==> src/shared/irq_dispatch_pkg.sv <==
/*
  Constants and types shared by the interrupt dispatch block: source count,
  response-time state costs, timing counts and the dispatch state encoding.
  Assumes a single system clock domain at 100 MHz.
*/
// Operation
// external requests take 3 states of priority determination, internal ones 2
// acceptance waits for instruction end, adding 1 to 19 plus two fetches
// accepted request costs stack save, vector fetch, prefetch and 2 internal states
// access cost: internal 1, 8-bit 4 or 6+2m, 16-bit 2 or 3+m
// each source may go to processor, transfer engine or both
// activation enable 0: processor only, flag left for the handler
// enable 1, after-transfer bit 0: engine only, flag cleared automatically
// enable 1, after-transfer bit 1: after transfer clear enable, request processor
// engine count reaching zero clears enable and requests the processor
// engine source chosen by fixed default priority, masks and levels ignored
// source routed to both: transfer completes before processor exception handling
// enable or flag clear takes effect only after the clearing instruction ends; here only the flag clear waits, enable_set applies at once
// in that conflict a higher-priority pending request wins, the lower is dropped
// after control load or logical ops, block all interrupts for one instruction
// a mask bit set by such an instruction applies two states after it ends
// byte-count block move accepts no interrupt until the move finishes
// word-count block move may break between transfers, saving next address
// pin request flags may be set after reset from pin levels
// three-level mode acceptance sets both mask bits to one
// hold accepted request and vector until processor acknowledges, then drop it
package irq_dispatch_pkg;
   localparam int          NUM_SRC          = 16;
   localparam int          VEC_W            = 8;
   localparam int          CLK_NS           = 10;
   // priority determination states
   localparam logic [2:0]  PRIO_EXT_STATES  = 3'h3;
   localparam logic [2:0]  PRIO_INT_STATES  = 3'h2;
   // instruction-end wait worst case, internal processing, mask delay
   localparam logic [4:0]  INSTR_WAIT_MAX   = 5'h13;
   localparam logic [2:0]  INTERNAL_STATES  = 3'h2;
   localparam logic [1:0]  MASK_DELAY       = 2'h2;
   // access cost per exception access
   localparam logic [4:0]  COST_INTERNAL    = 5'h01;
   localparam logic [4:0]  COST_B8_2ST      = 5'h04;
   localparam logic [4:0]  COST_B8_3ST_BASE = 5'h06;
   localparam logic [4:0]  COST_B16_2ST     = 5'h02;
   localparam logic [4:0]  COST_B16_3ST_BASE= 5'h03;
   localparam logic [1:0]  ACC_INTERNAL     = 2'h0;
   localparam logic [1:0]  ACC_BUS8         = 2'h1;
   localparam logic [1:0]  ACC_BUS16        = 2'h2;

   typedef enum logic [2:0] {
      ST_IDLE  = 3'b000,
      ST_PRIO  = 3'b001,
      ST_XFER  = 3'b010,
      ST_OFFER = 3'b011,
      ST_EXC   = 3'b100
   } disp_state_t;
endpackage

==> src/verilog/irq_cost_calc.sv <==
/*
  Exception access cost in states per access type and wait count.
  Assumes the bus width and state selection are static during exceptions.
*/
`timescale 1ns/1ps
module irq_cost_calc
   import irq_dispatch_pkg::*;
(
   // access selection
   input  wire logic [1:0]  acc_kind,
   input  wire logic        three_state,
   input  wire logic [3:0]  wait_cnt,
   // cost of one access; six bits since 6 + 2m reaches 36 at fifteen waits
   output logic [5:0]       cost
);
   always_comb begin
      case (acc_kind)
         ACC_INTERNAL: cost = {1'b0, COST_INTERNAL};
         ACC_BUS8:     cost = three_state ? 6'(COST_B8_3ST_BASE) + {1'b0, wait_cnt, 1'b0}
                                          : {1'b0, COST_B8_2ST};
         ACC_BUS16:    cost = three_state ? 6'(COST_B16_3ST_BASE) + {2'b00, wait_cnt}
                                          : {1'b0, COST_B16_2ST};
         default:      cost = {1'b0, COST_INTERNAL};
      endcase
   end
endmodule

==> src/verilog/irq_dispatch.sv <==
/*
  Interrupt dispatch: routes source flags to the transfer engine and/or the
  processor, models the response-time budget with a state counter, and
  handles mask, instruction-boundary and block-move gating.
  Assumes the core reports instruction ends, block-move phases and mask
  writes as same-clock pulses/levels; pin sources pass a 2-flop sync.
*/
`timescale 1ns/1ps
module irq_dispatch
   import irq_dispatch_pkg::*;
#(
   parameter int N = NUM_SRC
) (
   // clock and reset
   input  wire logic              clk_sys,
   input  wire logic              rst,
   // sources: pin levels and internal set pulses
   input  wire logic [N-1:0]      pin_req,
   input  wire logic [N-1:0]      int_set,
   input  wire logic [N-1:0]      src_is_pin,
   input  wire logic [N-1:0]      int_enable,
   input  wire logic [N-1:0]      level_one,
   input  wire logic [N-1:0]      flag_clr,
   // routing control
   input  wire logic [N-1:0]      transfer_activation_enable,
   input  wire logic [N-1:0]      enable_set,
   input  wire logic [N-1:0]      cpu_request_after_transfer,
   // mask control from the core
   input  wire logic              three_level_mode,
   input  wire logic              mask_wr,
   input  wire logic              mask_i_new,
   input  wire logic              mask_ui_new,
   // instruction boundaries
   input  wire logic              instr_end,
   input  wire logic              ctrl_instr,
   input  wire logic              block_move_byte_count,
   input  wire logic              block_move_word_count,
   input  wire logic              word_move_break,
   // access cost selection
   input  wire logic [1:0]        acc_kind,
   input  wire logic              acc_three_state,
   input  wire logic [3:0]        acc_wait,
   // transfer engine handshake
   input  wire logic              xfer_done,
   input  wire logic              xfer_count_zero,
   output logic                   xfer_req,
   output logic [$clog2(N)-1:0]   xfer_src,
   // processor handshake
   input  wire logic              cpu_ack,
   output logic                   cpu_req,
   output logic [VEC_W-1:0]       cpu_vector,
   output logic                   exc_busy,
   // status
   output logic [N-1:0]           flags,
   output logic [N-1:0]           enable_out,
   output logic                   mask_i,
   output logic                   secondary_interrupt_mask
);
   localparam int IW = $clog2(N);

   // pin synchroniser
   logic [N-1:0] pin_s1_q, pin_s2_q;
   always_ff @(posedge clk_sys or posedge rst) begin
      if (rst) begin
         pin_s1_q <= '0;
         pin_s2_q <= '0;
      end else begin
         pin_s1_q <= pin_req;
         pin_s2_q <= pin_s1_q;
      end
   end

   // per-source flag and enable state
   logic [N-1:0] flag_q, flag_d, en_q, en_d, auto_clr, en_clr, clr_pend_q, clr_pend_d;
   logic [N-1:0] eff_flag;
   disp_state_t  st_q, st_d;
   logic [IW-1:0] cur_q, cur_d;
   logic         cur_cpu_q, cur_cpu_d;

   // flag clears wait for instruction end; a same-cycle set wins the flag, but en_clr wins over enable_set
   generate
      for (genvar g = 0; g < N; g++) begin : g_src
         always_comb begin
            // a clear arriving on an end beat waits for the next end instead of being lost
            clr_pend_d[g] = (clr_pend_q[g] & ~instr_end) | flag_clr[g];
            flag_d[g] = flag_q[g];
            if (clr_pend_q[g] & instr_end)
               flag_d[g] = 1'b0;
            if (auto_clr[g])
               flag_d[g] = 1'b0;
            if (src_is_pin[g] ? pin_s2_q[g] : int_set[g])
               flag_d[g] = 1'b1;
            en_d[g] = en_q[g];
            if (enable_set[g])
               en_d[g] = transfer_activation_enable[g];
            if (en_clr[g])
               en_d[g] = 1'b0;
         end
      end
   endgenerate

   // flag stays visible until the clearing instruction has ended
   assign eff_flag = flag_q & int_enable;

   // engine candidates: fixed order, masks ignored
   logic [N-1:0] eng_req, cpu_cand;
   logic         eng_any, cpu_any;
   logic [IW-1:0] eng_idx, cpu_idx;
   assign eng_req = eff_flag & en_q;
   irq_prio_pick #(.N(N)) u_eng (.req(eng_req), .any(eng_any), .idx(eng_idx));

   // mask gating with delayed mask update
   logic i_q, i_d, ui_q, ui_d, pend_i_q, pend_i_d, pend_ui_q, pend_ui_d;
   logic [1:0] mdly_q, mdly_d;
   logic blk_q, blk_d;
   logic [N-1:0] lvl_ok, cpu_lvl1, cpu_lvl0;
   always_comb begin
      for (int k = 0; k < N; k++) begin
         lvl_ok[k] = ~i_q | (three_level_mode & level_one[k] & ~ui_q);
      end
      cpu_cand = eff_flag & ~en_q & lvl_ok;
      // control level 1 beats level 0, then fixed order picks the winner
      cpu_lvl1 = cpu_cand & level_one;
      cpu_lvl0 = (|cpu_lvl1) ? cpu_lvl1 : cpu_cand;
   end
   irq_prio_pick #(.N(N)) u_cpu (.req(cpu_lvl0), .any(cpu_any), .idx(cpu_idx));

   // access cost and state budget
   logic [5:0] acc_cost;
   irq_cost_calc u_cost (
      .acc_kind    (acc_kind),
      .three_state (acc_three_state),
      .wait_cnt    (acc_wait),
      .cost        (acc_cost)
   );
   logic [7:0] cnt_q, cnt_d;
   logic [2:0] phase_q, phase_d;

   // boundary where a new request may be taken
   logic take_ok;
   // no boundary right after a control instruction; its successor always runs
   assign take_ok = (instr_end | (block_move_word_count & word_move_break & ~blk_q))
                    & ~(ctrl_instr & instr_end) & ~block_move_byte_count;

   // mask delay and blocking after control instructions
   always_comb begin
      i_d = i_q;
      ui_d = ui_q;
      pend_i_d = pend_i_q;
      pend_ui_d = pend_ui_q;
      mdly_d = mdly_q;
      blk_d = blk_q;
      if (ctrl_instr & instr_end)
         blk_d = 1'b1;
      else if (blk_q & instr_end)
         blk_d = 1'b0;
      if (mdly_q != 2'h0) begin
         mdly_d = 2'(mdly_q - 2'h1);
         if (mdly_q == 2'h1) begin
            i_d = pend_i_q;
            ui_d = pend_ui_q;
         end
      end
      if (mask_wr) begin
         pend_i_d = mask_i_new;
         pend_ui_d = mask_ui_new;
         mdly_d = MASK_DELAY;
      end
      if (st_q == ST_OFFER && cpu_ack) begin
         i_d = 1'b1;
         if (three_level_mode)
            ui_d = 1'b1;
      end
   end

   // dispatch sequencer
   always_comb begin
      st_d = st_q;
      cur_d = cur_q;
      cur_cpu_d = cur_cpu_q;
      cnt_d = cnt_q;
      phase_d = phase_q;
      auto_clr = '0;
      en_clr = '0;
      case (st_q)
         ST_IDLE: begin
            if (eng_any) begin
               cur_d = eng_idx;
               st_d = ST_XFER;
            end else if (cpu_any) begin
               cur_d = cpu_idx;
               cnt_d = {5'h00, src_is_pin[cpu_idx] ? PRIO_EXT_STATES : PRIO_INT_STATES};
               st_d = ST_PRIO;
            end
         end
         ST_PRIO: begin
            if (cnt_q > 8'h01)
               cnt_d = 8'(cnt_q - 8'h01);
            else if (take_ok)
               st_d = ST_OFFER;
         end
         ST_XFER: begin
            if (xfer_done) begin
               if (xfer_count_zero | cpu_request_after_transfer[cur_q]) begin
                  en_clr[cur_q] = 1'b1;
                  cnt_d = {5'h00, src_is_pin[cur_q] ? PRIO_EXT_STATES : PRIO_INT_STATES};
                  st_d = ST_PRIO;
               end else begin
                  auto_clr[cur_q] = 1'b1;
                  st_d = ST_IDLE;
               end
            end
         end
         ST_OFFER: begin
            if (cpu_ack) begin
               cnt_d = 8'({acc_cost, 1'b0});
               phase_d = 3'h0;
               st_d = ST_EXC;
            end
         end
         ST_EXC: begin
            // stack save, vector fetch, prefetch, then internal processing
            if (cnt_q > 8'h01)
               cnt_d = 8'(cnt_q - 8'h01);
            else if (phase_q < 3'h2) begin
               phase_d = 3'(phase_q + 3'h1);
               cnt_d = 8'({acc_cost, 1'b0});
            end else if (phase_q == 3'h2) begin
               phase_d = 3'h3;
               cnt_d = {5'h00, INTERNAL_STATES};
            end else
               st_d = ST_IDLE;
         end
         default: st_d = ST_IDLE;
      endcase
   end

   // register all state
   always_ff @(posedge clk_sys or posedge rst) begin
      if (rst) begin
         flag_q <= '0;
         en_q <= '0;
         clr_pend_q <= '0;
         st_q <= ST_IDLE;
         cur_q <= '0;
         cur_cpu_q <= 1'b0;
         cnt_q <= 8'h00;
         phase_q <= 3'h0;
         i_q <= 1'b1;
         ui_q <= 1'b0;
         pend_i_q <= 1'b1;
         pend_ui_q <= 1'b0;
         mdly_q <= 2'h0;
         blk_q <= 1'b0;
         xfer_req <= 1'b0;
         xfer_src <= '0;
         cpu_req <= 1'b0;
         cpu_vector <= '0;
         exc_busy <= 1'b0;
      end else begin
         flag_q <= flag_d;
         en_q <= en_d;
         clr_pend_q <= clr_pend_d;
         st_q <= st_d;
         cur_q <= cur_d;
         cur_cpu_q <= cur_cpu_d;
         cnt_q <= cnt_d;
         phase_q <= phase_d;
         i_q <= i_d;
         ui_q <= ui_d;
         pend_i_q <= pend_i_d;
         pend_ui_q <= pend_ui_d;
         mdly_q <= mdly_d;
         blk_q <= blk_d;
         xfer_req <= (st_d == ST_XFER);
         xfer_src <= cur_d;
         cpu_req <= (st_d == ST_OFFER);
         cpu_vector <= VEC_W'(cur_d);
         exc_busy <= (st_d == ST_EXC);
      end
   end

   assign flags = flag_q;
   assign enable_out = en_q;
   assign mask_i = i_q;
   assign secondary_interrupt_mask = ui_q;

   // checks
   a_req_hold: assert property (@(posedge clk_sys) disable iff (rst)
      cpu_req && !cpu_ack |=> cpu_req && $stable(cpu_vector))
      else $error("request dropped before ack");
   a_ack_drop: assert property (@(posedge clk_sys) disable iff (rst)
      cpu_req && cpu_ack |=> !cpu_req)
      else $error("request held after ack");
   a_xfer_first: assert property (@(posedge clk_sys) disable iff (rst)
      xfer_req |-> !cpu_req)
      else $error("processor request during transfer");
   a_auto_clear: assert property (@(posedge clk_sys) disable iff (rst)
      st_q == ST_XFER && xfer_done && !xfer_count_zero && !cpu_request_after_transfer[cur_q]
      && !(src_is_pin[cur_q] ? pin_s2_q[cur_q] : int_set[cur_q]) |=> !flag_q[$past(cur_q)])
      else $error("flag not auto cleared");
   a_zero_clears: assert property (@(posedge clk_sys) disable iff (rst)
      st_q == ST_XFER && xfer_done && xfer_count_zero && !enable_set[cur_q]
      |=> !en_q[$past(cur_q)] ##0 st_q == ST_PRIO)
      else $error("enable not cleared at zero count");
   a_byte_move: assert property (@(posedge clk_sys) disable iff (rst)
      block_move_byte_count && st_q == ST_PRIO |=> st_q != ST_OFFER)
      else $error("accept during byte move");
   a_ctrl_block: assert property (@(posedge clk_sys) disable iff (rst)
      ctrl_instr && instr_end |=> blk_q)
      else $error("no block after control instruction");
   a_ctrl_no_take: assert property (@(posedge clk_sys) disable iff (rst)
      ctrl_instr && instr_end && st_q == ST_PRIO |=> st_q == ST_PRIO)
      else $error("accept at control instruction end");
   a_mask_delay: assert property (@(posedge clk_sys) disable iff (rst)
      mask_wr && !cpu_ack ##1 !mask_wr && !(st_q == ST_OFFER && cpu_ack)
      ##1 !mask_wr && !(st_q == ST_OFFER && cpu_ack) |=> i_q == $past(pend_i_q))
      else $error("mask not applied after delay");
   a_three_level: assert property (@(posedge clk_sys) disable iff (rst)
      st_q == ST_OFFER && cpu_ack && three_level_mode |=> i_q && ui_q)
      else $error("masks not set on accept");
   a_prio_ext: assert property (@(posedge clk_sys) disable iff (rst)
      st_q == ST_IDLE && !eng_any && cpu_any && src_is_pin[cpu_idx]
      |=> st_q == ST_PRIO [*2])
      else $error("external prio too short");
   c_cpu_only: cover property (@(posedge clk_sys) disable iff (rst) cpu_req && cpu_ack);
   c_xfer_then_cpu: cover property (@(posedge clk_sys) disable iff (rst)
      xfer_req ##[1:20] cpu_req);
   c_exc_done: cover property (@(posedge clk_sys) disable iff (rst)
      exc_busy ##1 !exc_busy);
endmodule

==> src/verilog/irq_prio_pick.sv <==
/*
  Fixed default priority picker: lowest index wins.
  Assumes pure combinational use inside one clock domain.
*/
`timescale 1ns/1ps
module irq_prio_pick
   import irq_dispatch_pkg::*;
#(
   parameter int N = NUM_SRC
) (
   // request vector
   input  wire logic [N-1:0]         req,
   // winner
   output logic                      any,
   output logic [$clog2(N)-1:0]      idx
);
   // scan from highest index so the lowest index is left standing
   always_comb begin
      any = 1'b0;
      idx = '0;
      for (int i = N-1; i >= 0; i--) begin
         if (req[i]) begin
            any = 1'b1;
            idx = ($clog2(N))'(i);
         end
      end
   end
endmodule
==> config.mk <==
export PLATFORM = sky130hd
export DESIGN_NAME = irq_dispatch
export DESIGN_NICKNAME = d
export VERILOG_FILES = /design/src/shared/irq_dispatch_pkg.sv /design/src/verilog/irq_cost_calc.sv /design/src/verilog/irq_dispatch.sv /design/src/verilog/irq_prio_pick.sv
export SDC_FILE = /design/constraint.sdc
export NUM_CORES = 1
export LEC_CHECK = 0
export BUFFER_PORTS_ARGS = -buffer_cell sky130_fd_sc_hd__buf_2
export CAP_MARGIN = 20
export CORE_ASPECT_RATIO = 1.4
export CORE_MARGIN = 2
export CORE_UTILIZATION = 24
export CTS_CLUSTER_DIAMETER = 200
export DETAILED_ROUTE_END_ITERATION = 10
export GPL_ROUTABILITY_DRIVEN = 1
export PLACE_DENSITY = 0.52
export SLEW_MARGIN = 20
export SYNTH_ARGS = -nofsm -noshare
export SYNTH_HDL_FRONTEND = slang
export SYNTH_SLANG_ARGS = --single-unit
==> constraint.sdc <==
create_clock -name clk_sys -period 6.7 [get_ports clk_sys]
set_input_delay 0.67 -clock clk_sys [delete_from_list [all_inputs] [get_ports clk_sys]]
set_output_delay 0.67 -clock clk_sys [all_outputs]
set_load 0.05 [all_outputs]
==> metrics.cfg, run 1 <==
[outcome]
status = complete, but fails checks
violations = DRC

[critical_path]
critPathRequiredTime_ns = 6.96
crit_arrival_ns = 4.11
crit_top_cell = o31ai_1
start_kind = flop
cp_top_family = compound AO/OA/AOI/OAI gates
cp_max_fo = 6
cp-end-kind = flop
crit_chain = and3b_1 > a22o_1 > nor4_1 > a21o_1 > a211oi_1 > o31ai_1 > o211a_1 > mux2i_1 > a221oi_2 > a22oi_1 > o31ai_1
slowest_stage = nor4_1
path_buf_inv = 0
critPathMaxStageDelay_ns = 0.82
path_class = reg -> reg

[pwr]
vdd_drop_max_v = 0.000163
pwr_density_cell_nw_per_um2 = 358
p_leak_nw = 3.77

[grt]
grt_first_pass_wirelength_mm = 34.6
grt.total_usage = 0.168
grt_pass1_vias = 5859
antenna_found_initial = 3
globalRouteOverflowTotal = 0
grt_max_degree = 78

[synth]
synth_cell_types = 63
synth_top_area_frac = 0.427
seq_area_frac_synth = 0.435
synth_edf_count = 0
async_reset_ff_frac = 1.00
yosys_register_bits = 108
yosysWarnings = 0
synth_area_um2 = 6220
postSynthAreaPerCell_um2 = 9.52
synth-main-ff-cell = dfrtp_1
yosysTopAreaCell = dfrtp_1
synth.top_cells.by_area = dfrtp_1 (43%), mux2i_1 (6.6%), nand2_1 (5.1%)
syn_inst = 653

[placed_design]
dp_hpwl_mm = 19.0
routabilityCongestion = 0.874
placed_area_um2 = 7570
io_buffers = 209

[die]
initial_core_util = 0.244
die_h_um = 194
rows = 69
num_io_pins = 214
dieArea_um2 = 27200
die_w_um = 140
core-area_um2 = 25500

[run]
maxCapViolCount = 0

[timing]
fin_tns_setup_ns = 0
period_needed_ns = 3.85
slew_viol_final = 0
tightest_slew_ns = 0.924
relSlewSlack = 0.378
finalClockSkew_ns = 0.0125
rsz0062_at_grt = no
finalCritPeriodShare = 0.574
setup_viol = 0
hold_violations = 0
fmax_mhz = 260

[route]
finalWirelength_mm = 23.1
ant_nets = 0
drt_iter0_drc = 341
vias = 5798
viasPerCell = 4.90
wl_per_cell_um = 19.6
drcViolationCount = 9
dr.pass1.iters = 8

[clock_network]
max-clock-path-buffers = 2
cts_buffers = 9
cts_setup_buffers = 0
cts_sinks = 108
cts_tree = built
hold_buffers = 0
clk_pin_slew_ns = 0.08
ctsResizeCount = 0
clkLatencyLatePin_ns = 0.36
htreeDepth = 3
root_buffer = clkbuf_16

[finish]
layout.nets = 1030
drive_gt1_frac = 0.303
stdcell_area_um2 = 7930
area_growth_pct = 27.5
n_fill_cell = 2713

[min_path]
hold_path_class = in -> async

==> power by group <==
part           internal [mW]  leakage, nW  total (mW)  switching, mW
clock network          0.308        0.157       0.567          0.259
logic                  0.476         2.36        1.35          0.869
registers              0.759         1.25       0.925          0.165
==> flip-flops by register name, indices dropped and copies added, names as in the netlist, 2 cells and up <==
signal      flops
clr_pend_q     16
cnt_q           8
cpu_vector      4
enable_out     16
flags          16
mdly_q          2
phase_q         3
pin_s1_q       16
pin_s2_q       16
st_q            3
==> routing by layer <==
metal | GRT usage | part of all wire
met5 | 0 | 0
met4 | 0.0688 | 0.031
met3 | 0.0217 | 0.039
met2 | 0.298 | 0.51
met1 | 0.205 | 0.42
==> cell usage after synthesis (10+ instances only) <==
library cell / n
a21o_1: 21
dfrtp_1: 106
nand2_1: 84
clkbuf_1: 14
nor2_1: 46
mux2i_1: 41
o21ai_0: 34
nand4b_1: 11
inv_1: 22
o211ai_1: 20
a211oi_1: 10
nor3_1: 12
mux4_2: 10
nand3_1: 23
and2_1: 10
nand3b_1: 10
a21oi_1: 42
==> cells by family (layout without fill, tap and decap cells) <==
group,Yosys count,count (layout),share of synthesized area
compound gates,179,179,0.192
xor+xnor,6,6,0.00845
fa+ha+maj,9,9,0.0181
buf+inv,49,254,0.0366
flops,108,108,0.435
mux,55,55,0.109
other cells,1,7,0.000603
simple gates,246,246,0.200
==> final timing paths <==
| check | depth (start not counted) | end | start | slack, ns |
|---|---|---|---|---|
| min in group clk_sys | 0 | pin_s2_q[13] | pin_s1_q[13] | 0.35 |
| worst max-delay path | 11 | cnt_q[0] | flags[14] | 2.85 |
| max in group asynchronous | 4 | enable_out[7] | rst | 5.36 |
| worst min-delay path | 2 | pend_ui_q | rst | 0.31 |
| worst max register to register | 11 | cnt_q[0] | flags[14] | 2.85 |
| worst min register to register | 0 | pin_s2_q[13] | pin_s1_q[13] | 0.35 |
==> layout make-up <==
type | count | area, um^2 | share of cell area
multi-input combinational | 499 | 3300 | 0.416
sequential | 108 | 2710 | 0.341
timing repair buffer | 216 | 1120 | 0.141
tap | 319 | 399 | 0.0503
clock buffer | 10 | 239 | 0.0301
inverter | 22 | 85.1 | 0.0107
clock inverter | 6 | 78.8 | 0.00994
antenna | 3 | 7.51 | 0.000947
==> cells in the final DEF, fill, tap and decap left out, types with 5 or more instances in the layout <==
cell,count
a22oi_1,8
o21ai_0,34
nor3_1,12
a31oi_1,5
or2_2,6
ha_1,9
nor2b_1,8
nand3b_1,10
nor2_1,46
o31ai_1,5
mux2i_1,41
a21oi_1,42
inv_1,21
nand3_1,23
and2_1,10
and3b_1,6
and3_1,7
nand2_1,84
nand4b_1,11
o211ai_1,20
buf_2,210
mux4_2,10
a211oi_1,10
dfrtp_1,106
buf_4,5
or3_1,5
xnor2_1,5
clkbuf_16,9
a21o_1,21
==> stage by stage <==
step	hold slack (ns)	std cells	util	total power [mW]	setup WS [ns]
after global routing	0.332	1183	0.311	3.03	2.53
final	0.307	1183	0.311	2.84	2.85
after detailed placement	0.335	1162	0.297	2.28	2.57
after floorplan	0.331	656	-	1.89	3.14
after CTS	0.306	1178	0.310	2.86	2.90
after global placement	0.331	1162	0.297	2.28	2.61
No activity file was read; power rests on OpenSTA's default activity.
==> inputs of run 2 (changes only) <==
Settings changed: ABC_AREA set to 1, PLACE_DENSITY 0.52 to 0.54.
Clock period 6.7 ns to 3.1 ns, I/O delays scaled along.
==> run 2 against run 1 <==
  * The run ends with setup timing left
  * Largest power group unchanged
  * Clock skew is 0.0046 ns lower
  * Sequential share of layout area down 1.4 points
  * Routed wire length up 6.3%
==> metrics.cfg, run 2 <==
[outcome]
status = complete, but fails checks  ; unchanged
violations = setup timing  ; was DRC

[route]
wl_per_cell_um = 18.0  ; was 19.6 um
finalWirelength_mm = 24.6  ; was 23.1 mm
viasPerCell = 4.73  ; was 4.90
drcViolationCount = 0  ; was 9
vias = 6469  ; was 5798
ant_nets = 0  ; unchanged
dr.pass1.iters = 5  ; was 8
drt_iter0_drc = 464  ; was 341

[clock_network]
cts_sinks = 108  ; unchanged
cts_tree = built  ; unchanged
clkLatencyLatePin_ns = 0.36  ; about the same
hold_buffers = 0  ; unchanged
root_buffer = clkbuf_16  ; unchanged
cts_buffers = 9  ; unchanged
htreeDepth = 3  ; unchanged
max-clock-path-buffers = 2  ; unchanged
clk_pin_slew_ns = 0.08  ; about the same

[die]
core-area_um2 = 25400  ; was 25500 um^2
dieArea_um2 = 27200  ; about the same
rows = 69  ; unchanged
die_w_um = 140  ; about the same
initial_core_util = 0.245  ; was 0.244
die_h_um = 194  ; about the same
num_io_pins = 214  ; unchanged

[timing]
rsz0062_at_grt = yes  ; was no
finalCritPeriodShare = 1.02  ; was 0.574
tightest_slew_ns = 0.688  ; was 0.924 ns
period_needed_ns = 3.15  ; was 3.85 ns
fin_tns_setup_ns = -0.0468  ; was 0 ns
slew_viol_final = 0  ; unchanged
relSlewSlack = 0.541  ; was 0.378
hold_violations = 0  ; unchanged
fin_ws_ns = -0.0468  ; was 2.85 ns
fmax_mhz = 318  ; was 260 MHz
holdWs_ns = 0.0381  ; was 0.307 ns
setup_viol = 1  ; was 0
finalClockSkew_ns = 0.00796  ; was 0.0125 ns

[critical_path]
critPathMaxStageDelay_ns = 0.65  ; was 0.82 ns
crit_arrival_ns = 3.45  ; was 4.11 ns
cp_top_family = simple AND/OR/NAND/NOR gates  ; was compound AO/OA/AOI/OAI gates
path_buf_inv = 2  ; was 0
slowest_stage = dfstp_4  ; was nor4_1
crit_top_cell = nand2_1  ; was o31ai_1
path_class = reg -> reg  ; unchanged
cp_max_fo = 6  ; unchanged
start_kind = flop  ; unchanged
critPathRequiredTime_ns = 3.40  ; was 6.96 ns
cp-end-kind = flop  ; unchanged

[synth]
yosysTopAreaCell = dfrtp_1  ; unchanged
postSynthAreaPerCell_um2 = 7.78  ; was 9.52 um^2
syn_inst = 798  ; was 653
synth_area_um2 = 6210  ; was 6220 um^2
synth.top_cells.by_area = dfrtp_1 (43%), nand2_1 (9.5%), nor2_1 (6.9%)  ; was dfrtp_1 (43%), mux2i_1 (6.6%), nand2_1 (5.1%)
synth-main-ff-cell = dfrtp_1  ; unchanged
synth_cell_types = 46  ; was 63
yosys_register_bits = 108  ; unchanged
seq_area_frac_synth = 0.435  ; about the same
yosysWarnings = 0  ; unchanged
async_reset_ff_frac = 1.00  ; unchanged
synth_common_cells = nand2_1 (157), nor2_1 (114), dfrtp_1 (106)  ; was dfrtp_1 (106), nand2_1 (84), nor2_1 (46)
synth_most_common_cell = nand2_1  ; was dfrtp_1
synth_edf_count = 0  ; unchanged
synth_top_area_frac = 0.427  ; about the same

[pwr]
vdd_drop_max_v = 0.000495  ; was 0.000163 V
power.net_switching_mw = 3.20  ; was 1.29 mW
internal_power_mw = 3.41  ; was 1.54 mW
seq_power_share = 0.280  ; was 0.326
p_leak_nw = 4.29  ; was 3.77 nW
pwr_density_cell_nw_per_um2 = 797  ; was 358 nW/um^2
switching_share = 0.484  ; was 0.456
clkPwrFrac = 0.192  ; was 0.200
combPwrFrac = 0.528  ; was 0.474

[placed_design]
dp_hpwl_mm = 19.7  ; was 19.0 mm
routabilityCongestion = 0.906  ; was 0.874
io_buffers = 209  ; unchanged

[finish]
final_cell_mix = buf_2 (209), nand2_1 (153), nor2_1 (111)  ; was buf_2 (210), dfrtp_1 (106), nand2_1 (84)
n_fill_cell = 2786  ; was 2713
area_growth_pct = 33.4  ; was 27.5%
drive_gt1_frac = 0.297  ; was 0.303
layout_commonest_cell = buf_2  ; unchanged
layout.nets = 1215  ; was 1030

[grt]
globalRouteOverflowTotal = 0  ; unchanged
antenna_found_initial = 2  ; was 3
grt_first_pass_wirelength_mm = 36.5  ; was 34.6 mm
grt_max_degree = 109  ; was 78
grt.total_usage = 0.177  ; was 0.168
grt_pass1_vias = 6277  ; was 5859

[run]
maxCapViolCount = 0  ; unchanged

[min_path]
hold_path_class = in -> async  ; unchanged

run 2: cell count changes after synthesis, moves of 10 or more:
cell / delta
o211ai_1: -10
nand3_2: +10
nor2_1: +68
a21oi_1: -16
nand4b_1: -11
mux2i_1: -28
inv_1: +69
mux4_2: -10
nand2_1: +73
a31oi_1: +10
nand3b_1: -10
nand3_1: +51
run 2: power groups by stage:
stage | registers (mW) | logic (mW) | clock network [mW]
floorplan | 2.14 | 1.89 | 0
global placement | 1.88 | 3.20 | 0
detailed placement | 1.88 | 3.22 | 0
CTS | 1.84 | 3.38 | 1.29
global route | 1.88 | 3.82 | 1.35
finish | 1.85 | 3.49 | 1.27
run 2: logic make-up after synthesis:
group / after synthesis / synth area share
AND/OR/NAND/NOR: 392 / 0.276
AO/OA/AOI/OAI: 157 / 0.164
buffers and inverters: 114 / 0.0798
flip-flops: 108 / 0.435
multiplexers: 13 / 0.0209
adder cells (fa/ha/maj): 9 / 0.0181
XOR/XNOR: 4 / 0.00564
other: 1 / 0.000604
run 2: path summary, 6_finish.rpt:
path                                  start      endpoint  slack [ns]  depth (start not counted)
max in group asynchronous               rst     flags[13]        2.48                          3
worst max register to register       mask_i      cnt_q[0]       -0.05                         32
worst max-delay path                 mask_i      cnt_q[0]       -0.05                         32
min in group clk_sys            pin_req[11]  pin_s1_q[11]        0.05                          1
worst min register to register  pin_s1_q[1]   pin_s2_q[1]        0.35                          0
worst min-delay path                    rst   pin_s1_q[4]        0.04                          3
run 2: per-layer routing:
layer	GRT usage	routed length (um)	vias up
li1	-	-	3168
met1	0.216	9980	3025
met2	0.310	12500	233
met3	0.0224	1230	43
met4	0.0789	848	0
met5	0	0	-
run 2: layout make-up:
cell class	instances	area, um^2	area share
inverter	94	362	0.0436
multi-input combinational	581	3120	0.376
timing repair buffer	246	1370	0.165
timing repair inverter	1	5.00	0.000604
sequential	108	2710	0.327
antenna	2	5.00	0.000604
tap	319	399	0.0482
clock buffer	9	225	0.0272
clock inverter	7	93.8	0.0113
run 2: per-stage QoR:
step | power, mW | utilization | instances | setup slack [ns] | instance area [um^2]
after CTS | 6.51 | 0.322 | 1363 | 0.00216 | 8180
after global routing | 7.06 | 0.326 | 1367 | -0.333 | 8290
after detailed placement | 5.10 | 0.306 | 1339 | -0.0784 | 7770
after global placement | 5.08 | 0.306 | 1339 | -0.00132 | 7770
final | 6.61 | 0.326 | 1367 | -0.0468 | 8290
after floorplan | 4.03 | - | 801 | 0.115 | 6230
run 2: tightest hold or removal path, cell delays in order:
cell        delay (ns)
buf_2             0.11
clkinvlp_4        0.07
buf_12            0.37
run 2: repair_timing:
item,CTS,global route
pin swaps,5,11
cloned,1,2
resized for setup,9,24
buffers inserted,7,0
endpoints found under the setup margin,2,9
